`src/ats_pkg.sv`:
```
// constants, layouts and carriers of the acquisition timing sequencer
// assumes a 40 MHz core clock and a 32-bit classic wishbone master
package ats_pkg;
  // ==========================================
  // timing
  localparam int CLK_HZ = 40_000_000;
  localparam int CLK_NS = 25;
  localparam int PULSE_MIN_NS = 50;
  localparam int PULSE_CYC = (PULSE_MIN_NS + CLK_NS - 1) / CLK_NS;
  localparam int SCLK_DLY_NS = 50;
  localparam int SCLK_DLY_CYC = (SCLK_DLY_NS + CLK_NS - 1) / CLK_NS;
  localparam int SCLK_WID_NS = 400;
  localparam int SCLK_WID_CYC = (SCLK_WID_NS + CLK_NS - 1) / CLK_NS;
  localparam int TB_FAST_HZ = 20_000_000;
  localparam int TB_SLOW_HZ = 100_000;
  localparam int TB_FAST_DIV = CLK_HZ / TB_FAST_HZ;
  localparam int TB_SLOW_DIV = CLK_HZ / TB_SLOW_HZ;
  localparam int STRB_SLOW_NS = 10_000;
  localparam int STRB_FAST_NS = 1_200;
  localparam int STRB_SLOW_HALF = STRB_SLOW_NS / (2 * CLK_NS);
  localparam int STRB_FAST_HALF = STRB_FAST_NS / (2 * CLK_NS);
  localparam int STRB_PULSES = 8;
  // ==========================================
  // register offsets (byte addresses)
  localparam logic [7:0] ADR_CTRL = 8'h00;
  localparam logic [7:0] ADR_SRC = 8'h04;
  localparam logic [7:0] ADR_CMD = 8'h08;
  localparam logic [7:0] ADR_PRE = 8'h0c;
  localparam logic [7:0] ADR_POST = 8'h10;
  localparam logic [7:0] ADR_SCANIV = 8'h14;
  localparam logic [7:0] ADR_SAMPIV = 8'h18;
  localparam logic [7:0] ADR_CONVN = 8'h1c;
  localparam logic [7:0] ADR_PINOE = 8'h20;
  localparam logic [7:0] ADR_STAT = 8'h24;
  localparam logic [7:0] ADR_CNT = 8'h28;
  // command bits, pin assignment
  localparam int CMD_START = 0;
  localparam int CMD_STOP = 1;
  localparam int CMD_STRB = 2;
  localparam int PIN_T1 = 0;
  localparam int PIN_T2 = 1;
  localparam int PIN_CONV = 2;
  localparam int PIN_SCAN = 7;
  // ==========================================
  // types and reset values
  typedef enum logic [1:0] {
    ST_IDLE = 2'b00, ST_PRE = 2'b01, ST_WAIT2 = 2'b11, ST_POST = 2'b10
  } ats_phase_e;
  typedef struct packed {
    logic strbFast; logic strbLevel; logic strbHw; logic sclkPol;
    logic sclkEn; logic scanOutLvl; logic swGate; logic gateEn;
    logic gateLvlMode; logic slowTb; logic siExt; logic convExt;
    logic scanExt; logic preMode;
  } ats_ctrl_s;
  typedef struct packed {
    logic siPol; logic gatePol; logic convPol; logic scanPol;
    logic t2Pol; logic t1Pol;
    logic [3:0] siSel; logic [3:0] gateSel; logic [3:0] convSel;
    logic [3:0] scanSel; logic [3:0] t2Sel; logic [3:0] t1Sel;
  } ats_src_s;
  typedef struct packed {
    logic gateShut; logic scanBusy; ats_phase_e phase;
  } ats_stat_s;
  localparam ats_ctrl_s CTRL_RST = '0;
  localparam ats_src_s SRC_RST = '0;
  localparam int COUNT_RST = 1;
  localparam int PINOE_RST = 0;
endpackage

```
`src/ats_sequencer.sv`:
```
// acquisition timing sequencer: triggers, scan and conversion timing,
// function pin routing, scan clock and strobe outputs
// assumes asynchronous pin inputs and a classic wishbone master
`timescale 1ns/10ps
module ats_sequencer #(
  parameter int NPINS = 10,
  parameter int CW = 24
) (
  input wire logic ref_clk,
  input wire logic rst,
  input wire logic wb_cyc_i,
  input wire logic wb_stb_i,
  input wire logic wb_we_i,
  input wire logic [7:0] wb_adr_i,
  input wire logic [3:0] wb_sel_i,
  input wire logic [31:0] wb_dat_i,
  output logic [31:0] wb_dat_o,
  output logic wb_ack_o,
  input wire logic [NPINS-1:0] functionPinIn,
  output logic [NPINS-1:0] functionPinOut,
  output logic [NPINS-1:0] functionPinOe,
  output logic scanClockOut,
  output logic externalStrobeOutN
);
  // ==========================================
  // helpers
  localparam logic [2:0] PULSE_LD = 3'(ats_pkg::PULSE_CYC);
  localparam logic [4:0] SCLK_WID = 5'(ats_pkg::SCLK_WID_CYC);
  localparam logic [4:0] SCLK_LD = 5'(ats_pkg::SCLK_DLY_CYC + ats_pkg::SCLK_WID_CYC);
  localparam logic [8:0] TB_FAST = 9'(ats_pkg::TB_FAST_DIV);
  localparam logic [8:0] TB_SLOW = 9'(ats_pkg::TB_SLOW_DIV);
  localparam logic [8:0] STRB_SLOW = 9'(ats_pkg::STRB_SLOW_HALF);
  localparam logic [8:0] STRB_FAST = 9'(ats_pkg::STRB_FAST_HALF);
  localparam logic [4:0] STRB_HALVES = 5'(2 * ats_pkg::STRB_PULSES);
  localparam logic [CW-1:0] CNT_RST = CW'(ats_pkg::COUNT_RST);
  localparam logic [CW-1:0] CNT_ONE = CW'(1);

  function automatic logic selLvl(input logic [NPINS-1:0] v, input logic [3:0] sel,
                                  input logic pol);
    logic r;
    r = 1'b0;
    if (int'(sel) < NPINS) begin
      r = v[sel] ^ pol;
    end
    return r;
  endfunction

  function automatic logic selEdge(input logic [NPINS-1:0] cur, input logic [NPINS-1:0] prv,
                                   input logic [3:0] sel, input logic pol);
    return selLvl(cur, sel, pol) & ~selLvl(prv, sel, pol);
  endfunction

  function automatic logic [31:0] wbMerge(input logic [31:0] old, input logic [31:0] nw,
                                          input logic [3:0] sel);
    logic [31:0] r;
    r = old;
    for (int i = 0; i < 4; i++) begin
      if (sel[i]) begin
        r[8*i+:8] = nw[8*i+:8];
      end
    end
    return r;
  endfunction

  function automatic logic [2:0] tmrNext(input logic ld, input logic [2:0] t);
    logic [2:0] r;
    r = 3'h0;
    if (ld) begin
      r = PULSE_LD;
    end else if (t != 3'h0) begin
      r = t - 3'h1;
    end
    return r;
  endfunction

  // ==========================================
  // registers
  ats_pkg::ats_ctrl_s ctrl_ff;
  ats_pkg::ats_src_s src_ff;
  logic [CW-1:0] preN_ff;
  logic [CW-1:0] postN_ff;
  logic [CW-1:0] scanIv_ff;
  logic [CW-1:0] sampIv_ff;
  logic [CW-1:0] convN_ff;
  logic [NPINS-1:0] pinOeReg_ff;
  logic wbAck_ff;
  logic [31:0] wbDat_ff;
  logic [31:0] nxt_rdData;
  logic wrEn;
  logic cmdStart;
  logic cmdStop;
  logic cmdStrb;

  // ==========================================
  // sequencing state
  logic [NPINS-1:0] pinS1_ff;
  logic [NPINS-1:0] pinS2_ff;
  logic [NPINS-1:0] pinS3_ff;
  ats_pkg::ats_phase_e phase_ff;
  logic [CW-1:0] scanCnt_ff;
  logic [CW-1:0] siCnt_ff;
  logic [CW-1:0] sampCnt_ff;
  logic [CW-1:0] convLeft_ff;
  logic [8:0] tbCnt_ff;
  logic tbTick_ff;
  logic siReq_ff;
  logic scanBusy_ff;
  logic gateShut_ff;
  logic [2:0] t1Tmr_ff;
  logic [2:0] t2Tmr_ff;
  logic [2:0] scanTmr_ff;
  logic [2:0] convTmr_ff;
  logic [4:0] sclkTmr_ff;
  logic [4:0] strbLeft_ff;
  logic [8:0] strbCnt_ff;
  logic [NPINS-1:0] pinOut_ff;
  logic [NPINS-1:0] pinOe_ff;
  logic sclkOut_ff;
  logic strbOut_ff;

  logic idle;
  logic t1Go;
  logic t2Go;
  logic siTick;
  logic scanReq;
  logic gateBlock;
  logic scanGo;
  logic sampZero;
  logic convGo;
  logic lastConv;
  logic [NPINS-1:0] nxt_pinOut;

  assign wb_ack_o = wbAck_ff;
  assign wb_dat_o = wbDat_ff;
  assign functionPinOut = pinOut_ff;
  assign functionPinOe = pinOe_ff;
  assign scanClockOut = sclkOut_ff;
  assign externalStrobeOutN = strbOut_ff;

  // ==========================================
  // wishbone slave, one wait state
  assign wrEn = wb_cyc_i & wb_stb_i & wb_we_i & ~wbAck_ff;
  assign cmdStart = wrEn && wb_adr_i == ats_pkg::ADR_CMD && wb_sel_i[0]
                    && wb_dat_i[ats_pkg::CMD_START];
  assign cmdStop = wrEn && wb_adr_i == ats_pkg::ADR_CMD && wb_sel_i[0]
                   && wb_dat_i[ats_pkg::CMD_STOP];
  assign cmdStrb = wrEn && wb_adr_i == ats_pkg::ADR_CMD && wb_sel_i[0]
                   && wb_dat_i[ats_pkg::CMD_STRB];

  always_ff @(posedge ref_clk or posedge rst) begin
    if (rst) begin
      wbAck_ff <= 1'b0;
      wbDat_ff <= 32'h0;
    end else begin
      wbAck_ff <= wb_cyc_i & wb_stb_i & ~wbAck_ff;
      wbDat_ff <= nxt_rdData;
    end
  end

  always_ff @(posedge ref_clk or posedge rst) begin
    if (rst) begin
      ctrl_ff <= ats_pkg::CTRL_RST;
      src_ff <= ats_pkg::SRC_RST;
      preN_ff <= CNT_RST;
      postN_ff <= CNT_RST;
      scanIv_ff <= CNT_RST;
      sampIv_ff <= CNT_RST;
      convN_ff <= CNT_RST;
      pinOeReg_ff <= NPINS'(ats_pkg::PINOE_RST);
    end else if (wrEn) begin
      case (wb_adr_i)
        ats_pkg::ADR_CTRL: ctrl_ff <= $bits(ctrl_ff)'(wbMerge(32'(ctrl_ff), wb_dat_i, wb_sel_i));
        ats_pkg::ADR_SRC: src_ff <= $bits(src_ff)'(wbMerge(32'(src_ff), wb_dat_i, wb_sel_i));
        ats_pkg::ADR_PRE: preN_ff <= CW'(wbMerge(32'(preN_ff), wb_dat_i, wb_sel_i));
        ats_pkg::ADR_POST: postN_ff <= CW'(wbMerge(32'(postN_ff), wb_dat_i, wb_sel_i));
        ats_pkg::ADR_SCANIV: scanIv_ff <= CW'(wbMerge(32'(scanIv_ff), wb_dat_i, wb_sel_i));
        ats_pkg::ADR_SAMPIV: sampIv_ff <= CW'(wbMerge(32'(sampIv_ff), wb_dat_i, wb_sel_i));
        ats_pkg::ADR_CONVN: convN_ff <= CW'(wbMerge(32'(convN_ff), wb_dat_i, wb_sel_i));
        ats_pkg::ADR_PINOE: pinOeReg_ff <= NPINS'(wbMerge(32'(pinOeReg_ff), wb_dat_i, wb_sel_i));
        default: begin
        end
      endcase
    end
  end

  // unmapped and command addresses read as zero
  always_comb begin
    case (wb_adr_i)
      ats_pkg::ADR_CTRL: nxt_rdData = 32'(ctrl_ff);
      ats_pkg::ADR_SRC: nxt_rdData = 32'(src_ff);
      ats_pkg::ADR_PRE: nxt_rdData = 32'(preN_ff);
      ats_pkg::ADR_POST: nxt_rdData = 32'(postN_ff);
      ats_pkg::ADR_SCANIV: nxt_rdData = 32'(scanIv_ff);
      ats_pkg::ADR_SAMPIV: nxt_rdData = 32'(sampIv_ff);
      ats_pkg::ADR_CONVN: nxt_rdData = 32'(convN_ff);
      ats_pkg::ADR_PINOE: nxt_rdData = 32'(pinOeReg_ff);
      ats_pkg::ADR_STAT: nxt_rdData = 32'(ats_pkg::ats_stat_s'({gateShut_ff, scanBusy_ff, phase_ff}));
      ats_pkg::ADR_CNT: nxt_rdData = 32'(scanCnt_ff);
      default: nxt_rdData = 32'h0;
    endcase
  end

  // ==========================================
  // pin synchroniser; stage one feeds stage two only
  always_ff @(posedge ref_clk or posedge rst) begin
    if (rst) begin
      pinS1_ff <= '0;
      pinS2_ff <= '0;
      pinS3_ff <= '0;
    end else begin
      pinS1_ff <= functionPinIn;
      pinS2_ff <= pinS1_ff;
      pinS3_ff <= pinS2_ff;
    end
  end

  // ==========================================
  // events
  assign idle = phase_ff == ats_pkg::ST_IDLE;
  assign t1Go = idle & (cmdStart
                | selEdge(pinS2_ff, pinS3_ff, src_ff.t1Sel, src_ff.t1Pol));
  assign t2Go = phase_ff == ats_pkg::ST_WAIT2
                & selEdge(pinS2_ff, pinS3_ff, src_ff.t2Sel, src_ff.t2Pol);
  // external clock sampled at 40 MHz: phases under 25 ns may be missed
  assign siTick = ctrl_ff.siExt ? selEdge(pinS2_ff, pinS3_ff, src_ff.siSel, src_ff.siPol)
                  : tbTick_ff;
  assign scanReq = ctrl_ff.scanExt
                   ? selEdge(pinS2_ff, pinS3_ff, src_ff.scanSel, src_ff.scanPol)
                   : siReq_ff;
  assign gateBlock = ctrl_ff.swGate | (ctrl_ff.gateEn & (ctrl_ff.gateLvlMode
                     ? selLvl(pinS2_ff, src_ff.gateSel, src_ff.gatePol) : gateShut_ff));
  // gate only sampled here, so a running scan is never cut off
  assign scanGo = !idle && !scanBusy_ff && scanReq && !gateBlock && !cmdStop
                  && !(phase_ff == ats_pkg::ST_POST && scanCnt_ff == '0);
  assign sampZero = !ctrl_ff.convExt && sampCnt_ff <= CNT_ONE;
  assign convGo = scanBusy_ff && !idle && (ctrl_ff.convExt
                  ? selEdge(pinS2_ff, pinS3_ff, src_ff.convSel, src_ff.convPol)
                  : sampZero);
  assign lastConv = convLeft_ff <= CNT_ONE;

  // ==========================================
  // acquisition phase and scan counter
  always_ff @(posedge ref_clk or posedge rst) begin
    if (rst) begin
      phase_ff <= ats_pkg::ST_IDLE;
      scanCnt_ff <= '0;
    end else if (cmdStop) begin
      phase_ff <= ats_pkg::ST_IDLE;
    end else begin
      case (phase_ff)
        ats_pkg::ST_IDLE: begin
          if (t1Go && ctrl_ff.preMode && preN_ff != '0) begin
            phase_ff <= ats_pkg::ST_PRE;
            scanCnt_ff <= preN_ff;
          end else if (t1Go && ctrl_ff.preMode) begin
            phase_ff <= ats_pkg::ST_WAIT2;
            scanCnt_ff <= postN_ff;
          end else if (t1Go) begin
            phase_ff <= ats_pkg::ST_POST;
            scanCnt_ff <= postN_ff;
          end
        end
        ats_pkg::ST_PRE: begin
          if (scanGo && scanCnt_ff <= CNT_ONE) begin
            phase_ff <= ats_pkg::ST_WAIT2;
            scanCnt_ff <= postN_ff;
          end else if (scanGo) begin
            scanCnt_ff <= scanCnt_ff - CNT_ONE;
          end
        end
        ats_pkg::ST_WAIT2: begin
          if (t2Go) begin
            phase_ff <= ats_pkg::ST_POST;
          end
        end
        ats_pkg::ST_POST: begin
          if (scanGo) begin
            scanCnt_ff <= scanCnt_ff - CNT_ONE;
          end else if (scanCnt_ff == '0 && !scanBusy_ff) begin
            phase_ff <= ats_pkg::ST_IDLE;
          end
        end
        default: phase_ff <= ats_pkg::ST_IDLE;
      endcase
    end
  end

  // ==========================================
  // timebase and scan interval counter
  always_ff @(posedge ref_clk or posedge rst) begin
    if (rst) begin
      tbCnt_ff <= 9'h1;
      tbTick_ff <= 1'b0;
    end else if (tbCnt_ff <= 9'h1) begin
      tbCnt_ff <= ctrl_ff.slowTb ? TB_SLOW : TB_FAST;
      tbTick_ff <= 1'b1;
    end else begin
      tbCnt_ff <= tbCnt_ff - 9'h1;
      tbTick_ff <= 1'b0;
    end
  end

  always_ff @(posedge ref_clk or posedge rst) begin
    if (rst) begin
      siCnt_ff <= '0;
      siReq_ff <= 1'b0;
    end else if (t1Go) begin
      siCnt_ff <= scanIv_ff;
      siReq_ff <= 1'b0;
    end else if (!idle && !ctrl_ff.scanExt && siTick) begin
      siReq_ff <= siCnt_ff <= CNT_ONE;
      siCnt_ff <= siCnt_ff <= CNT_ONE ? scanIv_ff : siCnt_ff - CNT_ONE;
    end else begin
      siReq_ff <= 1'b0;
    end
  end

  // ==========================================
  // gate edge mode: active edges alternate shut and open
  always_ff @(posedge ref_clk or posedge rst) begin
    if (rst) begin
      gateShut_ff <= 1'b0;
    end else if (!ctrl_ff.gateEn || ctrl_ff.gateLvlMode) begin
      gateShut_ff <= 1'b0;
    end else if (selEdge(pinS2_ff, pinS3_ff, src_ff.gateSel, src_ff.gatePol)) begin
      gateShut_ff <= ~gateShut_ff;
    end
  end

  // ==========================================
  // scan in progress, sample interval and conversion count
  always_ff @(posedge ref_clk or posedge rst) begin
    if (rst) begin
      scanBusy_ff <= 1'b0;
      convLeft_ff <= '0;
    end else if (scanGo) begin
      scanBusy_ff <= 1'b1;
      convLeft_ff <= convN_ff;
    end else if (idle || cmdStop) begin
      scanBusy_ff <= 1'b0;
    end else if (convGo) begin
      scanBusy_ff <= !lastConv;
      convLeft_ff <= convLeft_ff - CNT_ONE;
    end
  end

  always_ff @(posedge ref_clk or posedge rst) begin
    if (rst) begin
      sampCnt_ff <= '0;
    end else if (scanGo || !scanBusy_ff || convGo) begin
      sampCnt_ff <= sampIv_ff;
    end else begin
      sampCnt_ff <= sampCnt_ff - CNT_ONE;
    end
  end

  // ==========================================
  // output pulse timers
  always_ff @(posedge ref_clk or posedge rst) begin
    if (rst) begin
      t1Tmr_ff <= 3'h0;
      t2Tmr_ff <= 3'h0;
      scanTmr_ff <= 3'h0;
      convTmr_ff <= 3'h0;
    end else begin
      t1Tmr_ff <= tmrNext(t1Go && !cmdStop, t1Tmr_ff);
      t2Tmr_ff <= tmrNext(t2Go && !cmdStop, t2Tmr_ff);
      scanTmr_ff <= tmrNext(scanGo, scanTmr_ff);
      convTmr_ff <= tmrNext(convGo, convTmr_ff);
    end
  end

  always_ff @(posedge ref_clk or posedge rst) begin
    if (rst) begin
      sclkTmr_ff <= 5'h0;
      sclkOut_ff <= 1'b0;
    end else begin
      if (convGo) begin
        sclkTmr_ff <= SCLK_LD;
      end else if (sclkTmr_ff != 5'h0) begin
        sclkTmr_ff <= sclkTmr_ff - 5'h1;
      end
      sclkOut_ff <= (ctrl_ff.sclkEn && sclkTmr_ff != 5'h0
                     && sclkTmr_ff <= SCLK_WID) ^ ctrl_ff.sclkPol;
    end
  end

  // ==========================================
  // external strobe, active low
  always_ff @(posedge ref_clk or posedge rst) begin
    if (rst) begin
      strbLeft_ff <= 5'h0;
      strbCnt_ff <= 9'h0;
      strbOut_ff <= 1'b1;
    end else begin
      if (cmdStrb && ctrl_ff.strbHw && strbLeft_ff == 5'h0) begin
        strbLeft_ff <= STRB_HALVES;
        strbCnt_ff <= ctrl_ff.strbFast ? STRB_FAST : STRB_SLOW;
      end else if (strbLeft_ff != 5'h0 && strbCnt_ff <= 9'h1) begin
        strbLeft_ff <= strbLeft_ff - 5'h1;
        strbCnt_ff <= ctrl_ff.strbFast ? STRB_FAST : STRB_SLOW;
      end else if (strbLeft_ff != 5'h0) begin
        strbCnt_ff <= strbCnt_ff - 9'h1;
      end
      // even half periods are the low phases of the burst
      // level bit set asserts the active-low strobe, so reset leaves it idle
      strbOut_ff <= ctrl_ff.strbHw ? !(strbLeft_ff != 5'h0 && !strbLeft_ff[0])
                    : !ctrl_ff.strbLevel;
    end
  end

  // ==========================================
  // function pin drivers, tri-stated from reset
  always_comb begin
    nxt_pinOut = '0;
    nxt_pinOut[ats_pkg::PIN_T1] = t1Tmr_ff != 3'h0;
    nxt_pinOut[ats_pkg::PIN_T2] = t2Tmr_ff != 3'h0;
    nxt_pinOut[ats_pkg::PIN_CONV] = convTmr_ff == 3'h0;
    nxt_pinOut[ats_pkg::PIN_SCAN] = ctrl_ff.scanOutLvl ? scanBusy_ff
                                    : scanTmr_ff != 3'h0;
  end

  always_ff @(posedge ref_clk or posedge rst) begin
    if (rst) begin
      pinOut_ff <= '0;
      pinOe_ff <= '0;
    end else begin
      pinOut_ff <= nxt_pinOut;
      pinOe_ff <= pinOeReg_ff;
    end
  end
endmodule

```
`config.mk`:
```
export PLATFORM = sky130hd
export DESIGN_NAME = ats_sequencer
export DESIGN_NICKNAME = d
export VERILOG_FILES = /design/src/ats_pkg.sv /design/src/ats_sequencer.sv
export SDC_FILE = /design/constraint.sdc
export NUM_CORES = 1
export LEC_CHECK = 0
export BUFFER_PORTS_ARGS = -buffer_cell sky130_fd_sc_hd__buf_4
export CORE_ASPECT_RATIO = 2
export CORE_MARGIN = 10
export CORE_UTILIZATION = 55
export DETAILED_ROUTE_END_ITERATION = 6
export PLACE_DENSITY = 0.8
export SYNTH_ARGS = -nofsm -noshare
export SYNTH_HDL_FRONTEND = slang
export SYNTH_SLANG_ARGS = --single-unit
export TNS_END_PERCENT = 50
```
`constraint.sdc`:
```
create_clock -name ref_clk -period 15.9 [get_ports ref_clk]
set_input_delay 3.18 -clock ref_clk [delete_from_list [all_inputs] [get_ports ref_clk]]
set_output_delay 3.18 -clock ref_clk [all_outputs]
set_load 0.01 [all_outputs]
```
==> results of run 1 <==
## power breakdown
group	switching (mW)	total [mW]	internal, mW
sequential	0.130	1.24	1.11
combinational	0.388	0.616	0.228
clock	0.397	0.904	0.507
total	0.915	2.76	1.84
## synth_stat cells (all sizes together), types with 17 or more instances
library cell,instances
a21oi,61
a222oi,20
a22oi,55
and2,17
and3,18
buf,26
clkbuf,70
dfrtp,386
ha,18
inv,41
mux2,196
mux2i,31
mux4,20
nand2,135
nand3,57
nand4,29
nor2,121
nor3,69
nor4,33
o21ai,97
or3,20
xnor2,28
## cell type report
class	count	share of cell area (%)
Inverter	41	0.730
Timing Repair Buffer	132	4.47
Multi-Input combinational cell	1291	42.3
Clock inverter	19	1.02
Tap cell	450	2.55
Sequential cell	393	44.5
Clock buffer	41	4.39
## critical path: stages
cell	delay [ns]
buf_4	0.12
nor4_1	0.71
nand2_1	0.16
o21ai_0	0.82
or3_4	0.30
a41o_1	0.26
a21oi_4	0.04
buf_4	0.33
nor2_1	0.65
o21ai_0	0.22
o311ai_0	0.15
## stage by stage
step,hold slack [ns],setup slack [ns],cells
detailed placement,0.335,8.96,2306
CTS,0.350,9.51,2366
floorplan,0.331,1.81,1821
finish,0.348,9.35,2367
global placement,0.335,9.03,2306
global route,0.354,9.17,2367
## how the worst max path moves through the flow
stage / depth (start not counted) / end / startpoint
after floorplan: 1 / convLeft_ff[0] / rst
after global placement: 11 / convLeft_ff[16] / wb_adr_i[4]
after detailed placement: 11 / convLeft_ff[5] / wb_adr_i[4]
after CTS: 11 / convLeft_ff[5] / wb_adr_i[4]
after global routing: 11 / convLeft_ff[5] / wb_adr_i[4]
final: 11 / convLeft_ff[5] / wb_adr_i[4]
## cells by family (layout without fill, tap and decap cells)
| kind of cell | Yosys count | count (layout) | synth area share [%] |
|---|---|---|---|
| adder cells (fa/ha/maj) | 18 | 18 | 1.14 |
| XOR/XNOR | 43 | 43 | 1.91 |
| buffers and inverters | 137 | 233 | 2.89 |
| flip-flops | 393 | 393 | 50.0 |
| other | 1 | 8 | 0.0190 |
| multiplexers | 247 | 247 | 15.1 |
| AO/OA/AOI/OAI | 399 | 399 | 14.2 |
| AND/OR/NAND/NOR | 576 | 576 | 14.7 |
## metal layers
metal	vias up	wire [um]	global-route usage, %
met5	-	0	0
met4	0	6300	23.4
met3	300	4430	4.23
met2	899	32000	49.0
met1	8102	20700	29.5
li1	6972	-	-
## flip-flops by register name, summed over array words and instances (netlist names), 4 cells and up
register        cells
strbCnt_ff          9
preN_ff            24
pinS3_ff           10
pinOeReg_ff        10
convLeft_ff        24
pinS2_ff           10
sclkTmr_ff          5
siCnt_ff           24
postN_ff           24
strbLeft_ff         5
functionPinOut      4
pinS1_ff           10
scanCnt_ff         24
convN_ff           24
src_ff             30
tbCnt_ff            9
ctrl_ff            14
functionPinOe      10
sampIv_ff          24
scanIv_ff          24
wb_dat_o           30
sampCnt_ff         24
==> results.cfg, run 1 <==
[run_status]
status = finished with violations
violations = design-rule violations

[global_route]
grt_overflow = 0
antenna_found_initial = 0
grtUsageTotal_pct = 28.2
grt_max_degree = 104
grt_first_pass_wirelength_um = 98100
grt_pass1_vias = 16600

[die]
die_height_um = 288
ioPinCount = 114
die_area_um2 = 44300
rows = 98
die_w_um = 154
coreArea_um2 = 35600
initial_core_util_pct = 55.4

[cells_and_area]
final_cell_mix = dfrtp_1, mux2_2, nand2_1, buf_4, nor2_1
finalInstanceArea_um2 = 22100
multiInputGateArea_um2 = 9360
fillers = 2837
area_growth_pct = 12.2
diodes = 0
final_layout_size_suffix_gt1_share_pct = 23.0
nets = 1971
final-seq-area_um2 = 9840
fin_util_pct = 62.2
final_common_cell = dfrtp_1

[clocking]
post-cts-setup-buffers = 0
clk_latency_ns = 0.55
cts_buffers = 35
cts-htree-levels = 2
ctsHoldBuffers = 0
cts_sinks = 393
clk_pin_slew_ns = 0.08
clockBufferDepth = 3
cts_tree = done
ctsResizeCount = 0
root_buffer = clkbuf_16

[setup_path]
cp_max_fo = 45
rr_worst_depth = 11
cp_data_arrival_time_ns = 6.97
r2r_end = scanCnt_ff[4]
r2r_slack_ns = 11.60
timing.rr.start = phase_ff[1]
startpoint_type = input pin
path_class = input pin to register
endpoint_kind = register
required_ns = 16.32

[sta]
fmax_ghz = 0.153
finalMaxSlewViolations = 0
clock_skew_ns = 0.0210
finalCritPeriodShare_pct = 41.2
tightest_slew_ns = 1.27
hold_viol_final = 0
slew_headroom_pct = 15.1
setup_violations = 0
rsz0062_at_grt = no
fin_crit_ns = 6.55
tns_ns = 0

[route]
drt_iter0_markers = 1987
viasPerCell = 6.87
dr.pass1.iters = 7
vias = 16300
drc = 1
final_antenna_net_count = 0
wl_per_cell_um = 26.8
wl_um = 63400

[placed_design]
dpl_cell_area_um2 = 20900
place_hpwl_um = 46100
port_buffers = 103
gp_congestion = 1.01

[power]
p_per_area_nw_per_um2 = 125
p_total_mw = 2.76
p_leak_nw = 9.98
ir_drop_v = 0.000120

[yosys]
synth_top_cell_by_area = dfrtp_1
synth_ff_type = dfrtp_1
syn_area_per_cell_um2 = 10.9
synthCells = 1814
synth_edf_count = 0
netlist_area_um2 = 19700
ys_types = 84
async_flop_share_pct = 100
synth_seq_cells = 393
yosys.area.top_type_share_pct = 49.0
synthTopCellsByArea = dfrtp_1, mux2_2, nand2_1
yosysSeqAreaShare_pct = 50.0
yosys_warnings = 0

[min_path]
hold_start = pinS1_ff[0]
min_path_type = register to register
whs_path_depth = 0
min_to = pinS2_ff[0]

[flow_run]
maxCapViolCount = 0
Note: power is estimated with default switching activity, not from simulation.
==> run 2: changes to the inputs <==
--- a/config.mk
+++ b/config.mk
@@ -5,6 +5,7 @@
 export SDC_FILE = /design/constraint.sdc
 export NUM_CORES = 1
 export LEC_CHECK = 0
+export ABC_AREA = 1
 export BUFFER_PORTS_ARGS = -buffer_cell sky130_fd_sc_hd__buf_4
 export CORE_ASPECT_RATIO = 2
 export CORE_MARGIN = 10
==> constraint.sdc (replaced) <==
create_clock -name ref_clk -period 6.2 [get_ports ref_clk]
set_input_delay 1.24 -clock ref_clk [delete_from_list [all_inputs] [get_ports ref_clk]]
set_output_delay 1.24 -clock ref_clk [all_outputs]
set_load 0.01 [all_outputs]
==> run 2 against run 1 <==
  * The run now ends clean
  * Combinational power increased to 2.7 times the previous value
  * Clock power grew to 2.5 times the previous value
  * Total power rose to 2.6 times the previous value
  * Final cell count rose by 37%
  * Highest routed layer unchanged
  * Critical path type is now register to register
==> results.cfg, run 2 <==
[run_status]
status = finished clean

[sta]
finalCritPeriodShare_pct = 64.4
setup_violations = 0
slew_headroom_pct = 29.2
tightest_slew_ns = 1.06
whs_ns = 0.350
clock_skew_ns = 0.0260
finalMaxSlewViolations = 0
fin_crit_ns = 3.99
hold_viol_final = 0
setup_slack_ns = 2.21
rsz0062_at_grt = no
fmax_ghz = 0.251

[clocking]
cts_tree = done
ctsResizeCount = 0
root_buffer = clkbuf_16
cts_buffers = 36
post-cts-setup-buffers = 0
clk_pin_slew_ns = 0.07
cts_sinks = 393
ctsHoldBuffers = 0
clockBufferDepth = 3
clk_latency_ns = 0.55
cts-htree-levels = 2

[yosys]
synthTopCellsByCount = nand2_1, dfrtp_1, o21ai_0
netlist_area_um2 = 20800
yosys_warnings = 0
yosysSeqAreaShare_pct = 47.4
yosysMostFrequentCell = nand2_1
ys_types = 57
synth_edf_count = 0
async_flop_share_pct = 100
synth_top_cell_by_area = dfrtp_1
synthTopCellsByArea = dfrtp_1, nand2_1, o21ai_0
synth_seq_cells = 393
synthCells = 2687
synth_ff_type = dfrtp_1
syn_area_per_cell_um2 = 7.74
yosys.area.top_type_share_pct = 46.5

[route]
top_layer_used = met4
final_antenna_net_count = 0
drt_iter0_markers = 2018
drc = 0
wl_um = 69200
viasPerCell = 6.04
dr.pass1.iters = 6
routed-wl-met2_um = 34400
met1_length_um = 23300
vias = 19500
wl_per_cell_um = 21.4
wl_met3_um = 4820

[setup_path]
path_depth = 12
critPathMaxStageDelay_ns = 0.75
path_buf_inv = 1
endpoint = convLeft_ff[1]
startpoint_type = register
r2r_slack_ns = 2.21
path_common_cell = nand2_1
cp_data_arrival_time_ns = 4.38
r2r_end = convLeft_ff[1]
required_ns = 6.59
timing.rr.start = sampCnt_ff[15]
rr_worst_depth = 12
crit_start = sampCnt_ff[15]
cpLargestDelayFamily = simple AND/OR/NAND/NOR gates
cp_max_fo = 16
path_class = register to register
endpoint_kind = register
cp_slowest_cell = nand2_1
crit_path_cell_trace = nor2_1 > nand2_1 > nor2_1 > nand3_1 > o31ai_1 > nand2_1 > nor2_1 > nand4_1 > nand2_1 > inv_1 > nand2_1 > o211ai_1

[global_route]
grt_max_degree = 176
grt_pass1_vias = 19400
grtUsageTotal_pct = 29.8
antenna_found_initial = 0
grt_first_pass_wirelength_um = 108000
grt_overflow = 0

[power]
ir_drop_v = 0.000182
combPwrFrac_pct = 23.8
p_leak_nw = 11.0
p_sw_mw = 2.46
p_per_area_nw_per_um2 = 306
swShare_pct = 34.9
p_int_mw = 4.58
clkPwrFrac_pct = 32.5
seqPwrFrac_pct = 43.6

[cells_and_area]
finalInstanceArea_um2 = 23000
fillers = 3296
final_common_cell = nand2_1
area_growth_pct = 10.8
diodes = 0
final_cell_mix = nand2_1, dfrtp_1, o21ai_0, inv_1, nor2_1
fin_util_pct = 61.8
final_layout_size_suffix_gt1_share_pct = 8.58
nets = 2825

[placed_design]
dpl_cell_area_um2 = 21800
dp_slack_ns = 2.02
place_hpwl_um = 51700
port_buffers = 103
gp_congestion = 1.06

[flow_run]
maxCapViolCount = 0

[die]
die_w_um = 157
die_area_um2 = 46400
ioPinCount = 114
die_height_um = 295
initial_core_util_pct = 55.7
coreArea_um2 = 37300
rows = 100

[min_path]
min_path_type = register to register
## run 2: changes by cell type in the layout (fill, tap and decap cells not counted), sizes merged, moves of 27 or more
cell	previous run	this run
mux2	196	6
a21oi	61	109
a22oi	55	1
o211ai	9	55
nand2	135	698
xor2	15	47
nor2	121	227
mux2i	31	1
o21ai	97	313
nand3	57	158
inv	44	311
nor3	69	42
## run 2: power by group through the flow
stage	clock network, mW	registers [mW]	logic (mW)
finish	2.29	3.07	1.68
global route	2.41	3.09	1.90
CTS	2.31	3.06	1.66
detailed placement	0	3.10	1.65
global placement	0	3.09	1.59
floorplan	0	3.02	1.25
## run 2: how the worst min path moves through the flow
stage,start,end,slack [ns],depth (start not counted)
after detailed placement,pinS1_ff[9],pinS2_ff[9],0.33,0
final,pinS1_ff[9],pinS2_ff[9],0.35,0
after floorplan,pinS1_ff[0],pinS2_ff[0],0.33,0
after global placement,pinS1_ff[3],pinS2_ff[3],0.34,0
after global routing,pinS1_ff[8],pinS2_ff[8],0.36,0
after CTS,pinS1_ff[9],pinS2_ff[9],0.35,0
## run 2: logic make-up after synthesis
group | Yosys count | share of synthesized area (%)
DFF | 393 | 47.4
and+or+nand+nor | 1205 | 24.4
xor gates and xnor gates | 57 | 2.40
buffers and inverters | 427 | 8.36
adders and majority gates | 18 | 1.08
AOI/OAI and AO/OA | 579 | 16.0
muxes | 7 | 0.373
other | 1 | 0.0180
## run 2: per-stage QoR
stage	TNS, ns	power, mW	instances
floorplan	-124.35	4.27	2694
global placement	0	4.69	3169
detailed placement	0	4.76	3169
CTS	0	7.03	3234
global route	0	7.41	3234
finish	0	7.04	3234
## run 2: layout make-up
cell class | count | area, um2 | area share, %
clock buffer | 49 | 1060 | 4.61
clock inverter | 16 | 133 | 0.576
inverter | 312 | 1170 | 5.10
multi-input combinational | 1874 | 9240 | 40.1
sequential | 393 | 9840 | 42.7
tap | 459 | 574 | 2.49
timing repair buffer | 131 | 1010 | 4.38
## run 2: metal layers
metal / track usage, % / vias up
met5: 0 / -
met4: 24.1 / 0
met3: 5.07 / 303
met2: 50.9 / 925
met1: 31.5 / 9311
li1: - / 9003
==> run 3: changes to the inputs <==
==> constraint.sdc (replaced) <==
create_clock -name ref_clk -period 4.1 [get_ports ref_clk]
set_input_delay 0.82 -clock ref_clk [delete_from_list [all_inputs] [get_ports ref_clk]]
set_output_delay 0.82 -clock ref_clk [all_outputs]
set_load 0.01 [all_outputs]
==> run 3 against run 2 <==
  * The flow now finishes with violations (design-rule violations)
  * Clock power grew 61%
  * Global-route usage grew 1.4 points
  * Combinational power grew 55%
  * Clock skew shrank 0.0063 ns
  * Routed wire length grew 4.2%
  * Sequential cell count is the same
  * Largest cell class unchanged
  * Largest power group unchanged
  * Highest routed layer unchanged
==> results.cfg, run 3 (same netlist as run 2, synthesis figures left out) <==
[sta]
finalMaxSlewViolations = 0
fmax_ghz = 0.283
slew_headroom_pct = 34.2
finalCritPeriodShare_pct = 86.2
clock_skew_ns = 0.0198
setup_violations = 0
rsz0062_at_grt = no
hold_viol_final = 0
tightest_slew_ns = 0.985
fin_crit_ns = 3.53
setup_slack_ns = 0.565

[setup_path]
path_class = register to register
required_ns = 4.53
path_depth = 17
critPathMaxStageDelay_ns = 0.72
endpoint_kind = register
cp_data_arrival_time_ns = 3.97
startpoint_type = register
cp_max_fo = 18
crit_path_cell_trace = inv_2 > nand2_1 > nand3_1 > nand3_1 > nand3_1 > nand3_1 > nand2_1 > inv_1 > nand2_1 > nand2_1 > nand4_2 > nand2_1 > nand2_1 > nand2_1 > nand3_1 > nand2_1 > nand2_1
cp_slowest_cell = dfrtp_1
path_buf_inv = 2
rr_worst_depth = 17
path_common_cell = nand2_1
cpLargestDelayFamily = simple AND/OR/NAND/NOR gates

[die]
rows = 100
die_w_um = 157
coreArea_um2 = 37300
die_height_um = 295
ioPinCount = 114
initial_core_util_pct = 55.7
die_area_um2 = 46400

[cells_and_area]
diodes = 0
nets = 2847
finalInstanceArea_um2 = 23300
final_common_cell = nand2_1
final_layout_size_suffix_gt1_share_pct = 9.09
area_growth_pct = 12.1
final_cell_mix = nand2_1, dfrtp_1, o21ai_0, inv_1, nor2_1
fillers = 3288

[global_route]
grtUsageTotal_pct = 31.2
grt_overflow = 0
grt_pass1_vias = 19200
grt_max_degree = 89
grt_first_pass_wirelength_um = 112000
busiest_layer = met2
grt.met2_usage_pct = 54.1
antenna_found_initial = 0
met3_usage_pct = 4.82
use_met1_pct = 33.9

[power]
ir_drop_v = 0.000360
p_int_mw = 7.20
p_leak_nw = 11.1
seqPwrFrac_pct = 42.5
combPwrFrac_pct = 23.8
p_sw_mw = 3.73
swShare_pct = 34.2
clkPwrFrac_pct = 33.6
p_per_area_nw_per_um2 = 469

[clocking]
cts_sinks = 393
root_buffer = clkbuf_16
cts_tree = done
ctsHoldBuffers = 0
cts_buffers = 37
clockBufferDepth = 3
clk_latency_ns = 0.56
post-cts-setup-buffers = 0
cts-htree-levels = 2
ctsResizeCount = 0
clk_pin_slew_ns = 0.07

[placed_design]
place_hpwl_um = 54400
port_buffers = 103
dp_slack_ns = 0.606
gp_congestion = 1.01
dpl_cell_area_um2 = 22000

[min_path]
min_path_type = register to register
whs_path_depth = 0

[route]
viasPerCell = 6.04
drt_iter0_markers = 1857
drc = 1
final_antenna_net_count = 0
wl_um = 72100
dr.pass1.iters = 7
wl_per_cell_um = 22.1
vias = 19700

[flow_run]
maxCapViolCount = 0

[run_status]
violations = design-rule violations
status = finished with violations
[run 3: changes by cell type in the layout (fill, tap and decap cells not counted), sizes merged]
cell / delta
clkinvlp: -5
clkbuf: +1
bufinv: +4
clkinv: +1
inv: -2
buf: +21
[run 3: metal layers]
metal | up-vias | part of all wire (%)
met5 | - | 0
met3 | 299 | 7.0
met1 | 9321 | 34
met2 | 993 | 51
met4 | 0 | 8.5
li1 | 9039 | -
[run 3: stage by stage]
stage / util, % / setup TNS [ns] / power (mW) / hold slack [ns] / instances
after floorplan: - / -776.68 / 6.46 / 0.331 / 2694
after global placement: 59.1 / 0 / 7.17 / 0.335 / 3190
after detailed placement: 59.1 / 0 / 7.25 / 0.338 / 3190
after CTS: 62.5 / 0 / 10.9 / 0.356 / 3254
after global routing: 62.5 / 0 / 11.5 / 0.360 / 3254
final: 62.5 / 0 / 10.9 / 0.354 / 3254
[run 3: power by group through the flow]
stage | clock (mW) | combinational [mW] | sequential, mW
finish | 3.68 | 2.60 | 4.65
global route | 3.87 | 2.92 | 4.69
detailed placement | 0 | 2.54 | 4.70
CTS | 3.70 | 2.56 | 4.63
global placement | 0 | 2.49 | 4.68
floorplan | 0 | 1.89 | 4.57
[run 3: worst register-to-register path: stages, from the launching register on]
cell	delay (ns)
dfrtp_1	0.72
inv_2	0.16
nand2_1	0.09
nand3_1	0.07
nand3_1	0.09
nand3_1	0.10
nand3_1	0.10
nand2_1	0.05
inv_1	0.05
nand2_1	0.04
nand2_1	0.46
nand4_2	0.54
nand2_1	0.47
nand2_1	0.16
nand2_1	0.09
nand3_1	0.06
nand2_1	0.11
nand2_1	0.05
[run 3: worst paths after layout]
| check | startpoint | slack [ns] | to |
|---|---|---|---|
| max | src_ff[8] | 0.57 | scanCnt_ff[7] |
| min | pinS1_ff[6] | 0.35 | pinS2_ff[6] |
| max reg2reg | src_ff[8] | 0.57 | scanCnt_ff[7] |
| min reg2reg | pinS1_ff[6] | 0.35 | pinS2_ff[6] |
| max in group asynchronous | rst | 2.53 | scanCnt_ff[18] |
| min in group asynchronous | rst | 0.48 | pinS3_ff[0] |
[run 3: final cells by class]
type	instances	area, um2	area share [%]
Sequential cell	393	9840	42.2
Tap cell	459	574	2.46
Multi-Input combinational cell	1874	9240	39.6
Timing Repair Buffer	152	1200	5.17
Clock inverter	14	214	0.918
Inverter	312	1170	5.04
Clock buffer	50	1060	4.53
